[src/rtl/slb_pkg.sv]
package slb_pkg;
    // ----------------------------------------------------------------
    // Register map (byte addresses)
    // ----------------------------------------------------------------
    localparam logic [7:0] OFF_CTRL     = 8'h00;
    localparam logic [7:0] OFF_OUTSET   = 8'h04;
    localparam logic [7:0] OFF_OUTCLR   = 8'h08;
    localparam logic [7:0] OFF_OUTSTAT  = 8'h0C;
    localparam logic [7:0] OFF_FULLDUTY = 8'h10;
    localparam logic [7:0] OFF_DIM1     = 8'h14;
    localparam logic [7:0] OFF_DIM2     = 8'h18;
    localparam logic [7:0] OFF_LOWTHR   = 8'h1C;
    localparam logic [7:0] OFF_OVERTHR  = 8'h20;
    localparam logic [7:0] OFF_STATUS   = 8'h24;
    localparam logic [7:0] OFF_MEAS     = 8'h28;
    localparam logic [7:0] OFF_IRQSTAT  = 8'h2C;
    localparam logic [7:0] OFF_IRQMASK  = 8'h30;
    // ----------------------------------------------------------------
    // Field positions
    // ----------------------------------------------------------------
    localparam int CTRL_AUTO      = 0;
    localparam int CTRL_PHONE_POL = 1;
    localparam int OUT_CHG_SW     = 0;
    localparam int OUT_PHONE      = 1;
    localparam int OUT_CHG_LAMP   = 2;
    localparam int OUT_WEAK_LAMP  = 3;
    localparam int EV_AVG         = 0;
    localparam int EV_OPEN        = 1;
    localparam int EV_CUTOFF      = 2;
    localparam int EV_OVER        = 3;
    localparam int EV_PRESS       = 4;
    localparam int EV_N           = 5;
    // ----------------------------------------------------------------
    // Reset values
    // ----------------------------------------------------------------
    localparam logic [1:0]  RST_CTRL     = 2'h1;
    localparam logic [3:0]  RST_OUT      = 4'h1;
    localparam logic [9:0]  RST_FULLDUTY = 10'h200;
    localparam logic [9:0]  RST_DIM1     = 10'h155;
    localparam logic [9:0]  RST_DIM2     = 10'h0AA;
    localparam logic [9:0]  RST_LOWTHR   = 10'h180;
    localparam logic [9:0]  RST_OVERTHR  = 10'h3A0;
    localparam logic [4:0]  RST_IRQMASK  = 5'h00;
    // ----------------------------------------------------------------
    // Timing
    // ----------------------------------------------------------------
    localparam int CLK_HZ        = 20000000;
    localparam int DEBOUNCE_US   = 20000;
    localparam int DEBOUNCE_CYC  = (DEBOUNCE_US * (CLK_HZ / 1000000));
    localparam int BLINK_MS      = 250;
    localparam int BLINK_CYC     = (BLINK_MS * (CLK_HZ / 1000));
    localparam int ADC_W         = 10;
    localparam int AVG_LOG2      = 4;
    // ----------------------------------------------------------------
    // Lamp states
    // ----------------------------------------------------------------
    typedef enum logic [1:0] {
        SLB_OFF  = 2'b00,
        SLB_FULL = 2'b01,
        SLB_DIM1 = 2'b10,
        SLB_DIM2 = 2'b11
    } slb_lamp_e;
endpackage

[src/rtl/slb_lamp_ctrl.sv]
// Local design decisions: register access over APB and the register addresses.
`timescale 1ns/1ps
// Operation
// - LED sense voltage arrives as a 10-bit converter result used as current feedback.
// - Every conversion-done pulse is acted upon by the control logic.
// - Each conversion captures the current sample and the battery sample.
// - Current samples are accumulated and averaged before any duty change.
// - Average below set point raises the duty by one step.
// - Average above set point lowers the duty by one step.
// - Battery samples are averaged into a stored battery level.
// - Button presses cycle off, full, dim one, dim two, off.
// - Two dimmed levels, each with its own programmable setting.
// - Full level uses a programmable setting; larger means brighter.
// - While lit, an open string forces drive off at once.
// - Charging lamp blinks while charging, steady once battery full.
// - Weak battery lamp lights when battery level is below threshold.
// - Programmable low-battery cutoff turns the lamp off.
// - Phone charger output follows battery level with selectable polarity.
// - In manual mode each discrete output can be set and cleared on its own, except where overcharge or low battery forces it.
// - Charge switch opens when battery exceeds the overcharge threshold.
module slb_lamp_ctrl
    import slb_pkg::*;
#(
    parameter int DEBOUNCE_CYCLES = slb_pkg::DEBOUNCE_CYC,
    parameter int BLINK_CYCLES    = slb_pkg::BLINK_CYC,
    parameter int AVG_SHIFT       = slb_pkg::AVG_LOG2
) (
    // Clock and reset
    input  wire logic        clk,
    input  wire logic        rst_b,
    // APB slave
    input  wire logic        psel,
    input  wire logic        penable,
    input  wire logic        pwrite,
    input  wire logic [7:0]  paddr,
    input  wire logic [31:0] pwdata,
    output logic      [31:0] prdata,
    output logic             pready,
    output logic             pslverr,
    // Converter results, same clock
    input  wire logic        adcDone,
    input  wire logic [9:0]  adcCurrent,
    input  wire logic [9:0]  adcBattery,
    // Pins
    input  wire logic        buttonPin,
    input  wire logic        openStringPin,
    input  wire logic        chargeSourcePin,
    // Drive and indicator outputs
    output logic             pwmOut,
    output logic             chargeSwitch,
    output logic             phoneCharger,
    output logic             chargingLamp,
    output logic             weakBattLamp,
    output logic             irq
);
    import slb_pkg::*;

    localparam int DB_W  = $clog2(DEBOUNCE_CYCLES + 1);
    localparam int BL_W  = $clog2(BLINK_CYCLES + 1);
    localparam int SUM_W = ADC_W + AVG_SHIFT;
    localparam logic [ADC_W-1:0]     DUTY_MAX = '1;
    localparam logic [DB_W-1:0]      DB_LAST  = DB_W'(DEBOUNCE_CYCLES - 1);
    localparam logic [BL_W-1:0]      BL_LAST  = BL_W'(BLINK_CYCLES - 1);
    localparam logic [AVG_SHIFT-1:0] SMP_LAST = '1;

    // ----------------------------------------------------------------
    // State
    // ----------------------------------------------------------------
    typedef struct packed {
        logic                 btnS1, btnS2, openS1, openS2, srcS1, srcS2;
        logic                 btnStable;
        logic [DB_W-1:0]      dbCnt;
        slb_lamp_e            lamp;
        logic                 fault;
        logic [ADC_W-1:0]     currHold, battHold;
        logic [SUM_W-1:0]     currSum, battSum;
        logic [AVG_SHIFT-1:0] smpCnt;
        logic [ADC_W-1:0]     currAvg, battLevel;
        logic                 battValid;
        logic [ADC_W-1:0]     duty, pwmCnt;
        logic [BL_W-1:0]      blinkCnt;
        logic                 blinkPh;
        logic [1:0]           ctrl;
        logic [3:0]           outReg;
        logic [ADC_W-1:0]     fullDuty, dim1, dim2, lowThr, overThr;
        logic [EV_N-1:0]      irqStat, irqMask;
        logic [31:0]          prdata;
        logic                 pready, pslverr;
        logic                 pwmOut, chargeSwitch, phoneCharger, chargingLamp, weakBattLamp, irq;
    } slb_state_s;

    slb_state_s st_q;
    slb_state_s st_d;
    logic       rstS1_q;
    logic       rstSync_b;

    // Combinational helpers, visible to the checks below
    logic             press;
    logic             avgFire;
    logic [ADC_W-1:0] newAvg;
    logic [ADC_W-1:0] setPoint;
    logic             lowBatt;
    logic             overCharge;
    logic [EV_N-1:0]  events;
    logic [SUM_W-1:0] currTot;
    logic [SUM_W-1:0] battTot;
    logic             wrAcc;

    // ----------------------------------------------------------------
    // Reset release
    // ----------------------------------------------------------------
    always_ff @(posedge clk or negedge rst_b) begin
        if (!rst_b) begin
            rstS1_q   <= 1'b0;
            rstSync_b <= 1'b0;
        end else begin
            rstS1_q   <= 1'b1;
            rstSync_b <= rstS1_q;
        end
    end

    // ----------------------------------------------------------------
    // Next state
    // ----------------------------------------------------------------
    always_comb begin
        st_d     = st_q;
        press    = 1'b0;
        avgFire  = 1'b0;
        events   = '0;
        currTot  = st_q.currSum + SUM_W'(adcCurrent);
        battTot  = st_q.battSum + SUM_W'(adcBattery);
        newAvg   = currTot[SUM_W-1:AVG_SHIFT];
        wrAcc    = psel && penable && pwrite && st_q.pready;

        // Pins pass two flops before use
        st_d.btnS1  = buttonPin;
        st_d.btnS2  = st_q.btnS1;
        st_d.openS1 = openStringPin;
        st_d.openS2 = st_q.openS1;
        st_d.srcS1  = chargeSourcePin;
        st_d.srcS2  = st_q.srcS1;

        // Level must hold a full debounce time before it is believed
        if (st_q.btnS2 != st_q.btnStable) begin
            if (st_q.dbCnt == DB_LAST) begin
                st_d.dbCnt     = '0;
                st_d.btnStable = st_q.btnS2;
                press          = st_q.btnS2;
            end else begin
                st_d.dbCnt = st_q.dbCnt + DB_W'(1);
            end
        end else begin
            st_d.dbCnt = '0;
        end

        // Sample capture and averaging
        if (adcDone) begin
            st_d.currHold = adcCurrent;
            st_d.battHold = adcBattery;
            if (st_q.smpCnt == SMP_LAST) begin
                avgFire        = 1'b1;
                st_d.currAvg   = newAvg;
                st_d.battLevel = battTot[SUM_W-1:AVG_SHIFT];
                st_d.battValid = 1'b1;
                st_d.currSum   = '0;
                st_d.battSum   = '0;
            end else begin
                st_d.currSum = currTot;
                st_d.battSum = battTot;
            end
            st_d.smpCnt = st_q.smpCnt + AVG_SHIFT'(1);
        end

        lowBatt    = st_q.battValid && (st_q.battLevel < st_q.lowThr);
        overCharge = st_q.battValid && (st_q.battLevel > st_q.overThr);

        // Lamp sequence
        if (press) begin
            st_d.fault = 1'b0;
            case (st_q.lamp)
                SLB_OFF:  st_d.lamp = SLB_FULL;
                SLB_FULL: st_d.lamp = SLB_DIM1;
                SLB_DIM1: st_d.lamp = SLB_DIM2;
                SLB_DIM2: st_d.lamp = SLB_OFF;
                default:  st_d.lamp = SLB_OFF;
            endcase
        end
        if (lowBatt && st_d.lamp != SLB_OFF) begin
            st_d.lamp           = SLB_OFF;
            events[EV_CUTOFF]   = 1'b1;
        end
        if (st_q.openS2 && st_q.lamp != SLB_OFF) begin
            st_d.lamp         = SLB_OFF;
            st_d.fault        = 1'b1;
            events[EV_OPEN]   = 1'b1;
        end

        case (st_q.lamp)
            SLB_FULL: setPoint = st_q.fullDuty;
            SLB_DIM1: setPoint = st_q.dim1;
            SLB_DIM2: setPoint = st_q.dim2;
            default:  setPoint = '0;
        endcase

        // Closed loop: one step per completed average
        if (st_d.lamp == SLB_OFF || st_d.fault) begin
            st_d.duty = '0;
        end else if (avgFire) begin
            if (newAvg < setPoint && st_q.duty != DUTY_MAX) begin
                st_d.duty = st_q.duty + ADC_W'(1);
            end else if (newAvg > setPoint && st_q.duty != '0) begin
                st_d.duty = st_q.duty - ADC_W'(1);
            end
        end
        st_d.pwmCnt = st_q.pwmCnt + ADC_W'(1);
        st_d.pwmOut = !st_d.fault && (st_q.pwmCnt < st_d.duty);

        // Blink rate enable
        if (st_q.blinkCnt == BL_LAST) begin
            st_d.blinkCnt = '0;
            st_d.blinkPh  = ~st_q.blinkPh;
        end else begin
            st_d.blinkCnt = st_q.blinkCnt + BL_W'(1);
        end

        // APB: one wait state, data and error registered
        st_d.pready  = psel && penable && !st_q.pready;
        st_d.pslverr = 1'b0;
        if (psel && penable && !st_q.pready) begin
            st_d.prdata = '0;
            case (paddr)
                OFF_CTRL:     st_d.prdata[1:0] = st_q.ctrl;
                OFF_OUTSET,
                OFF_OUTCLR:   st_d.prdata = '0;
                OFF_OUTSTAT:  st_d.prdata[4:0] = {st_q.pwmOut, st_q.weakBattLamp, st_q.chargingLamp,
                                                  st_q.phoneCharger, st_q.chargeSwitch};
                OFF_FULLDUTY: st_d.prdata[9:0] = st_q.fullDuty;
                OFF_DIM1:     st_d.prdata[9:0] = st_q.dim1;
                OFF_DIM2:     st_d.prdata[9:0] = st_q.dim2;
                OFF_LOWTHR:   st_d.prdata[9:0] = st_q.lowThr;
                OFF_OVERTHR:  st_d.prdata[9:0] = st_q.overThr;
                OFF_STATUS:   st_d.prdata[14:0] = {st_q.battValid, st_q.fault, st_q.lamp,
                                                   1'b0, st_q.duty};
                OFF_MEAS:     st_d.prdata[25:0] = {st_q.battLevel, 6'h00, st_q.currAvg};
                OFF_IRQSTAT:  st_d.prdata[4:0] = st_q.irqStat;
                OFF_IRQMASK:  st_d.prdata[4:0] = st_q.irqMask;
                default:      st_d.pslverr = 1'b1;
            endcase
        end
        if (wrAcc) begin
            case (paddr)
                OFF_CTRL:     st_d.ctrl     = pwdata[1:0];
                OFF_OUTSET:   st_d.outReg   = st_q.outReg | pwdata[3:0];
                OFF_OUTCLR:   st_d.outReg   = st_q.outReg & ~pwdata[3:0];
                OFF_FULLDUTY: st_d.fullDuty = pwdata[9:0];
                OFF_DIM1:     st_d.dim1     = pwdata[9:0];
                OFF_DIM2:     st_d.dim2     = pwdata[9:0];
                OFF_LOWTHR:   st_d.lowThr   = pwdata[9:0];
                OFF_OVERTHR:  st_d.overThr  = pwdata[9:0];
                OFF_IRQMASK:  st_d.irqMask  = pwdata[4:0];
                default:      st_d.ctrl     = st_q.ctrl;
            endcase
        end

        // Discrete outputs; automatic control overrides software in auto mode
        st_d.chargeSwitch = st_q.outReg[OUT_CHG_SW] && !overCharge;
        if (st_q.ctrl[CTRL_AUTO]) begin
            st_d.phoneCharger = !lowBatt ^ st_q.ctrl[CTRL_PHONE_POL];
            if (overCharge) begin
                st_d.chargingLamp = 1'b1;
            end else if (st_q.srcS2 && st_q.outReg[OUT_CHG_SW]) begin
                st_d.chargingLamp = st_q.blinkPh;
            end else begin
                st_d.chargingLamp = st_q.outReg[OUT_CHG_LAMP];
            end
        end else begin
            st_d.phoneCharger = st_q.outReg[OUT_PHONE] ^ st_q.ctrl[CTRL_PHONE_POL];
            st_d.chargingLamp = st_q.outReg[OUT_CHG_LAMP];
        end
        st_d.weakBattLamp = st_q.outReg[OUT_WEAK_LAMP] || lowBatt;

        // Interrupts: a new event wins over a same-cycle clear
        events[EV_AVG]   = avgFire;
        events[EV_OVER]  = overCharge;
        events[EV_PRESS] = press;
        st_d.irqStat = st_q.irqStat | events;
        if (wrAcc && paddr == OFF_IRQSTAT) begin
            st_d.irqStat = (st_q.irqStat & ~pwdata[4:0]) | events;
        end
        st_d.irq = |(st_d.irqStat & st_d.irqMask);
    end

    // ----------------------------------------------------------------
    // State register
    // ----------------------------------------------------------------
    always_ff @(posedge clk or negedge rstSync_b) begin
        if (!rstSync_b) begin
            st_q          <= '0;
            st_q.lamp     <= SLB_OFF;
            st_q.ctrl     <= RST_CTRL;
            st_q.outReg   <= RST_OUT;
            st_q.fullDuty <= RST_FULLDUTY;
            st_q.dim1     <= RST_DIM1;
            st_q.dim2     <= RST_DIM2;
            st_q.lowThr   <= RST_LOWTHR;
            st_q.overThr  <= RST_OVERTHR;
            st_q.irqMask  <= RST_IRQMASK;
        end else begin
            st_q <= st_d;
        end
    end

    assign prdata       = st_q.prdata;
    assign pready       = st_q.pready;
    assign pslverr      = st_q.pslverr;
    assign pwmOut       = st_q.pwmOut;
    assign chargeSwitch = st_q.chargeSwitch;
    assign phoneCharger = st_q.phoneCharger;
    assign chargingLamp = st_q.chargingLamp;
    assign weakBattLamp = st_q.weakBattLamp;
    assign irq          = st_q.irq;

    // ----------------------------------------------------------------
    // Checks
    // ----------------------------------------------------------------
    property p_capture;
        @(posedge clk) disable iff (!rstSync_b)
        adcDone |=> (st_q.currHold == $past(adcCurrent)) && (st_q.battHold == $past(adcBattery));
    endproperty
    a_capture: assert property (p_capture) else $error("sample not captured");

    property p_raise;
        @(posedge clk) disable iff (!rstSync_b)
        avgFire && newAvg < setPoint && st_d.lamp != SLB_OFF && !st_d.fault && st_q.duty != DUTY_MAX
        |=> st_q.duty == $past(st_q.duty) + ADC_W'(1);
    endproperty
    a_raise: assert property (p_raise) else $error("duty did not rise");

    property p_lower;
        @(posedge clk) disable iff (!rstSync_b)
        avgFire && newAvg > setPoint && st_d.lamp != SLB_OFF && !st_d.fault && st_q.duty != '0
        |=> st_q.duty == $past(st_q.duty) - ADC_W'(1);
    endproperty
    a_lower: assert property (p_lower) else $error("duty did not fall");

    property p_hold;
        @(posedge clk) disable iff (!rstSync_b)
        !avgFire && st_d.lamp != SLB_OFF && !st_d.fault |=> $stable(st_q.duty);
    endproperty
    a_hold: assert property (p_hold) else $error("duty moved without an average");

    property p_open;
        @(posedge clk) disable iff (!rstSync_b)
        st_q.openS2 && st_q.lamp != SLB_OFF |=> st_q.fault && st_q.lamp == SLB_OFF ##1 !pwmOut;
    endproperty
    a_open: assert property (p_open) else $error("open string left drive on");

    property p_seq;
        @(posedge clk) disable iff (!rstSync_b)
        press && st_q.lamp == SLB_OFF && !lowBatt && !st_q.openS2 |=> st_q.lamp == SLB_FULL;
    endproperty
    a_seq: assert property (p_seq) else $error("first press did not light");

    property p_over;
        @(posedge clk) disable iff (!rstSync_b)
        overCharge |=> !chargeSwitch;
    endproperty
    a_over: assert property (p_over) else $error("charge switch on above overcharge");

    property p_weak;
        @(posedge clk) disable iff (!rstSync_b)
        lowBatt |=> weakBattLamp && st_q.lamp == SLB_OFF;
    endproperty
    a_weak: assert property (p_weak) else $error("low battery not handled");

    property p_irq;
        @(posedge clk) disable iff (!rstSync_b)
        irq == |(st_q.irqStat & st_q.irqMask);
    endproperty
    a_irq: assert property (p_irq) else $error("irq disagrees with status");

    c_fault: cover property (@(posedge clk) disable iff (!rstSync_b) $rose(st_q.fault));
    c_dim2:  cover property (@(posedge clk) disable iff (!rstSync_b) st_q.lamp == SLB_DIM2);
    c_raise: cover property (@(posedge clk) disable iff (!rstSync_b) avgFire && newAvg < setPoint);
endmodule

[config.mk]
export PLATFORM = sky130hd
export DESIGN_NAME = slb_lamp_ctrl
export DESIGN_NICKNAME = d
export VERILOG_FILES = /design/src/rtl/slb_pkg.sv /design/src/rtl/slb_lamp_ctrl.sv
export SDC_FILE = /design/constraint.sdc
export NUM_CORES = 1
export LEC_CHECK = 0
export BUFFER_PORTS_ARGS = -buffer_cell sky130_fd_sc_hd__buf_2
export CORE_ASPECT_RATIO = 1.5
export CORE_MARGIN = 3
export CORE_UTILIZATION = 60
export CTS_CLUSTER_SIZE = 16
export DETAILED_ROUTE_END_ITERATION = 16
export MAX_ROUTING_LAYER = met4
export PLACE_DENSITY = 0.86
export SETUP_SLACK_MARGIN = 0.1
export SKIP_CTS_REPAIR_TIMING = 1
export SLEW_MARGIN = 20
export SYNTH_ARGS = -nofsm -noshare
export SYNTH_HDL_FRONTEND = slang
export SYNTH_SLANG_ARGS = --single-unit
[constraint.sdc]
create_clock -name clk -period 8.46 [get_ports clk]
set_input_delay 1.692 -clock clk [delete_from_list [all_inputs] [get_ports clk]]
set_output_delay 1.692 -clock clk [all_outputs]
set_load 0.05 [all_outputs]
==> flow_metrics.tcl <==
set metrics [dict create \
    dp_cells 1503 \
    drt_wl_total_mm 31.04 \
    clock_latency_ns 0.51 \
    rows 63 \
    cp.required_ns 8.89 \
    grtUsageTotal_pct 28.84 \
    grt_start_max_net_pins 79 \
    antenna_found_initial 1 \
    ir_drop_mv 0.2040 \
    tightest_slew_ns 1.009 \
    timing.slew.headroom_pct 32.37 \
    cp-end-kind "flop" \
    synth_top_area_cell "dfrtp_1" \
    power_frac_clock_pct 31.1 \
    finalHoldViolCount 0 \
    cts-root-buf "clkbuf_16" \
    fmax_ghz 0.1497 \
    drt-initial-drc-count 695 \
    fin_crit_ns 6.679 \
    synth_cells 1219 \
    ys_warn_count 0 \
    cp_max_fo 8 \
    vias_per_cell 6.228 \
    hold_class "flop to flop" \
    cts_tree "done" \
    finalNonFillerCells 1544 \
    wl_per_cell_microns 20.10 \
    drt.antenna.violating_nets 0 \
    area_delta_synth_final_pct 9.873 \
    fp.dieH_microns 181.1 \
    status "finished, final reports clean" \
    async_reset_ff_share_pct 100.0 \
    htree_levels 1 \
    final_common_cell "dfrtp_1" \
    final.setup_skew_ns 0.01435 \
    final-max-slew-violation-count 0 \
    synthesis.area_sq_um 12270 \
    seqPwrFrac_pct 39.1 \
    gp_congestion 1.002 \
    critical_path.startpoint_type "input pin" \
    final.setup.tns_ns 0 \
    synth_top_area_share_pct 42.43 \
    cap_violations 0 \
    avgSynthCellArea_sq_um 10.06 \
    die_x_microns 122.8 \
    dr.pass1.iters 6 \
    cts_made_buffers 22 \
    grt_pass1_vias 9528 \
    layout.cells.most_common_list "207 x dfrtp_1, 134 x nand2_1, 89 x nor2_1" \
    period_share_pct 78.95 \
    synth_area_leaders "dfrtp_1 42%, ha_1 6.9%, mux2_2 4.8%, nand2_1 4.1%, dfstp_2 3.9%" \
    power_switching_mw 1.160 \
    grt-ovfl-total 0 \
    ys_seq_area_share_pct 46.28 \
    synth_edf_count 0 \
    path_clk_slew_ns 0.07 \
    intPower_mw 2.246 \
    rsz0062_at_grt "no" \
    nets 1406 \
    layout-drive-gt1-share_pct 17.85 \
    combPwrFrac_pct 29.8 \
    dp_hpwl_mm 21.76 \
    synth-main-ff-cell "dfrtp_1" \
    cp.arrival_ns 7.11 \
    p_per_area_nw_per_um2 252.7 \
    initial_utilization_pct 61.52 \
    path_class "input pin to flop" \
    fp.coreArea_sq_um 19940 \
    grt_pass1_wl_mm 49.56 \
    cts.sinks 226 \
    die-area_sq_um 22230 \
    port_buffers 78 \
    clockBufferDepth 3 \
    drc 0 \
    setup_viol 0 \
    yosysUniqueCellTypes 79 \
    via_count 9616 \
    p_leak_nw 6.365 \
    switching_share_pct 34.06 \
    pin_count 109 \
    ys_seq_elements 226 \
]
## critical path, cell delays in order
cell	delay, ns
buf_2	0.10
ha_1	0.19
inv_1	0.07
fa_1	0.20
nor2b_1	0.07
o2111ai_1	0.22
nand4_1	0.16
a221oi_1	0.55
nor2_1	0.13
xnor2_1	0.27
inv_1	0.09
ha_1	0.32
a21o_1	0.20
a21o_1	0.24
a311oi_2	0.27
nand2b_1	0.29
a21oi_4	0.32
o21ai_0	0.17
xor2_1	0.17
or2_2	0.29
ha_1	0.30
a21o_1	0.19
a21o_1	0.17
a21oi_1	0.14
o21ai_0	0.13
nor3_2	0.17
## metrics by stage
| step | utilization, % | hold WS [ns] | power, mW | setup slack [ns] | cell area [sq um] |
|---|---|---|---|---|---|
| 2_1_floorplan | - | 0.3312 | 2.097 | 1.727 | 12290 |
| 3_3_place_gp | 63.59 | 0.3326 | 2.294 | 1.422 | 12680 |
| 3_5_place_dp | 63.59 | 0.3347 | 2.340 | 1.386 | 12680 |
| 4_1_cts | 67.51 | 0.3546 | 3.405 | 1.827 | 13460 |
| 5_1_grt | 67.59 | 0.3667 | 3.588 | 1.434 | 13480 |
| 6_report | 67.59 | 0.3518 | 3.406 | 1.781 | 13480 |
## cell usage after synthesis, types with 7 or more instances
master       n
a21o_1      23
a21oi_1     34
a221oi_1     8
a222oi_1    15
a22o_1      10
a22oi_1     11
a31oi_1      9
and2_1       7
and3_1      13
buf_4       32
clkbuf_1    28
dfrtp_1    208
dfstp_2     18
ha_1        68
inv_1       51
mux2_2      52
nand2_1    134
nand2b_1    14
nand3_1     63
nand4_1     15
nor2_1      89
nor2b_1     12
nor3_1      18
nor3_2       7
nor4_1       8
o21ai_0     68
o2bb2ai_1   14
or2_2       17
xnor2_1     42
xor2_1      40
## power by group through the flow
stage	clock (mW)	sequential (mW)	combinational [mW]
final	1.06	1.33	1.02
after global routing	1.11	1.35	1.13
after CTS	1.07	1.33	1.00
after detailed placement	0	1.35	0.993
after global placement	0	1.34	0.953
after floorplan	0	1.31	0.786
## state kept, by name (all words and copies together), names as in the netlist, named ones only
signal and cells:
st_q 185, prdata 24, st_d 3, chargeSwitch 1
chargingLamp 1, irq 1, phoneCharger 1, pready 1
pslverr 1, pwmOut 1, rstS1_q 1, rstSync_b 1
weakBattLamp 1
## worst paths after layout
path / from / endpoint / slack (ns) / cells past startpoint
max reg2reg: st_q[189] / pwmOut / 2.69 / 25
max: adcCurrent[0] / pwmOut / 1.78 / 26
min in group asynchronous: rstSync_b / chargeSwitch / 0.47 / 0
max in group asynchronous: rstSync_b / st_d[248] / 6.47 / 1
min reg2reg: st_d[248] / st_q[248] / 0.35 / 0
min: st_d[248] / st_q[248] / 0.35 / 0
## cell families after synthesis
logic type | after synthesis | share of synthesized area, %
and+or+nand+nor | 420 | 16.79
AOI/OAI and AO/OA | 242 | 13.86
DFF | 226 | 46.28
buffers and inverters | 121 | 4.793
xor gates and xnor gates | 82 | 5.854
adders and majority gates | 70 | 7.262
muxes | 56 | 5.099
other | 2 | 0.06122
## cell type report
class / count / area (sq um)
clock inverters: 7 / 110.1
inverters: 52 / 195.2
repair buffers: 86 / 450.4
multi-input cells: 879 / 6041
flip-flops and latches: 226 / 5682
diodes: 1 / 2.502
well taps: 260 / 325.3
clock buffers: 33 / 673.1
fillers: 1450 / 6464
## layer usage
| metal | global-route usage, % | up-vias | part of all wire (%) |
|---|---|---|---|
| met2 | 46.86 | 410 | 49 |
| met1 | 34.90 | 4699 | 38 |
| met5 | - | - | 0 |
| li1 | - | 4392 | - |
| met3 | 4.165 | 115 | 6.9 |
| met4 | 14.30 | 0 | 5.6 |
(Power assumes the default switching activity.)
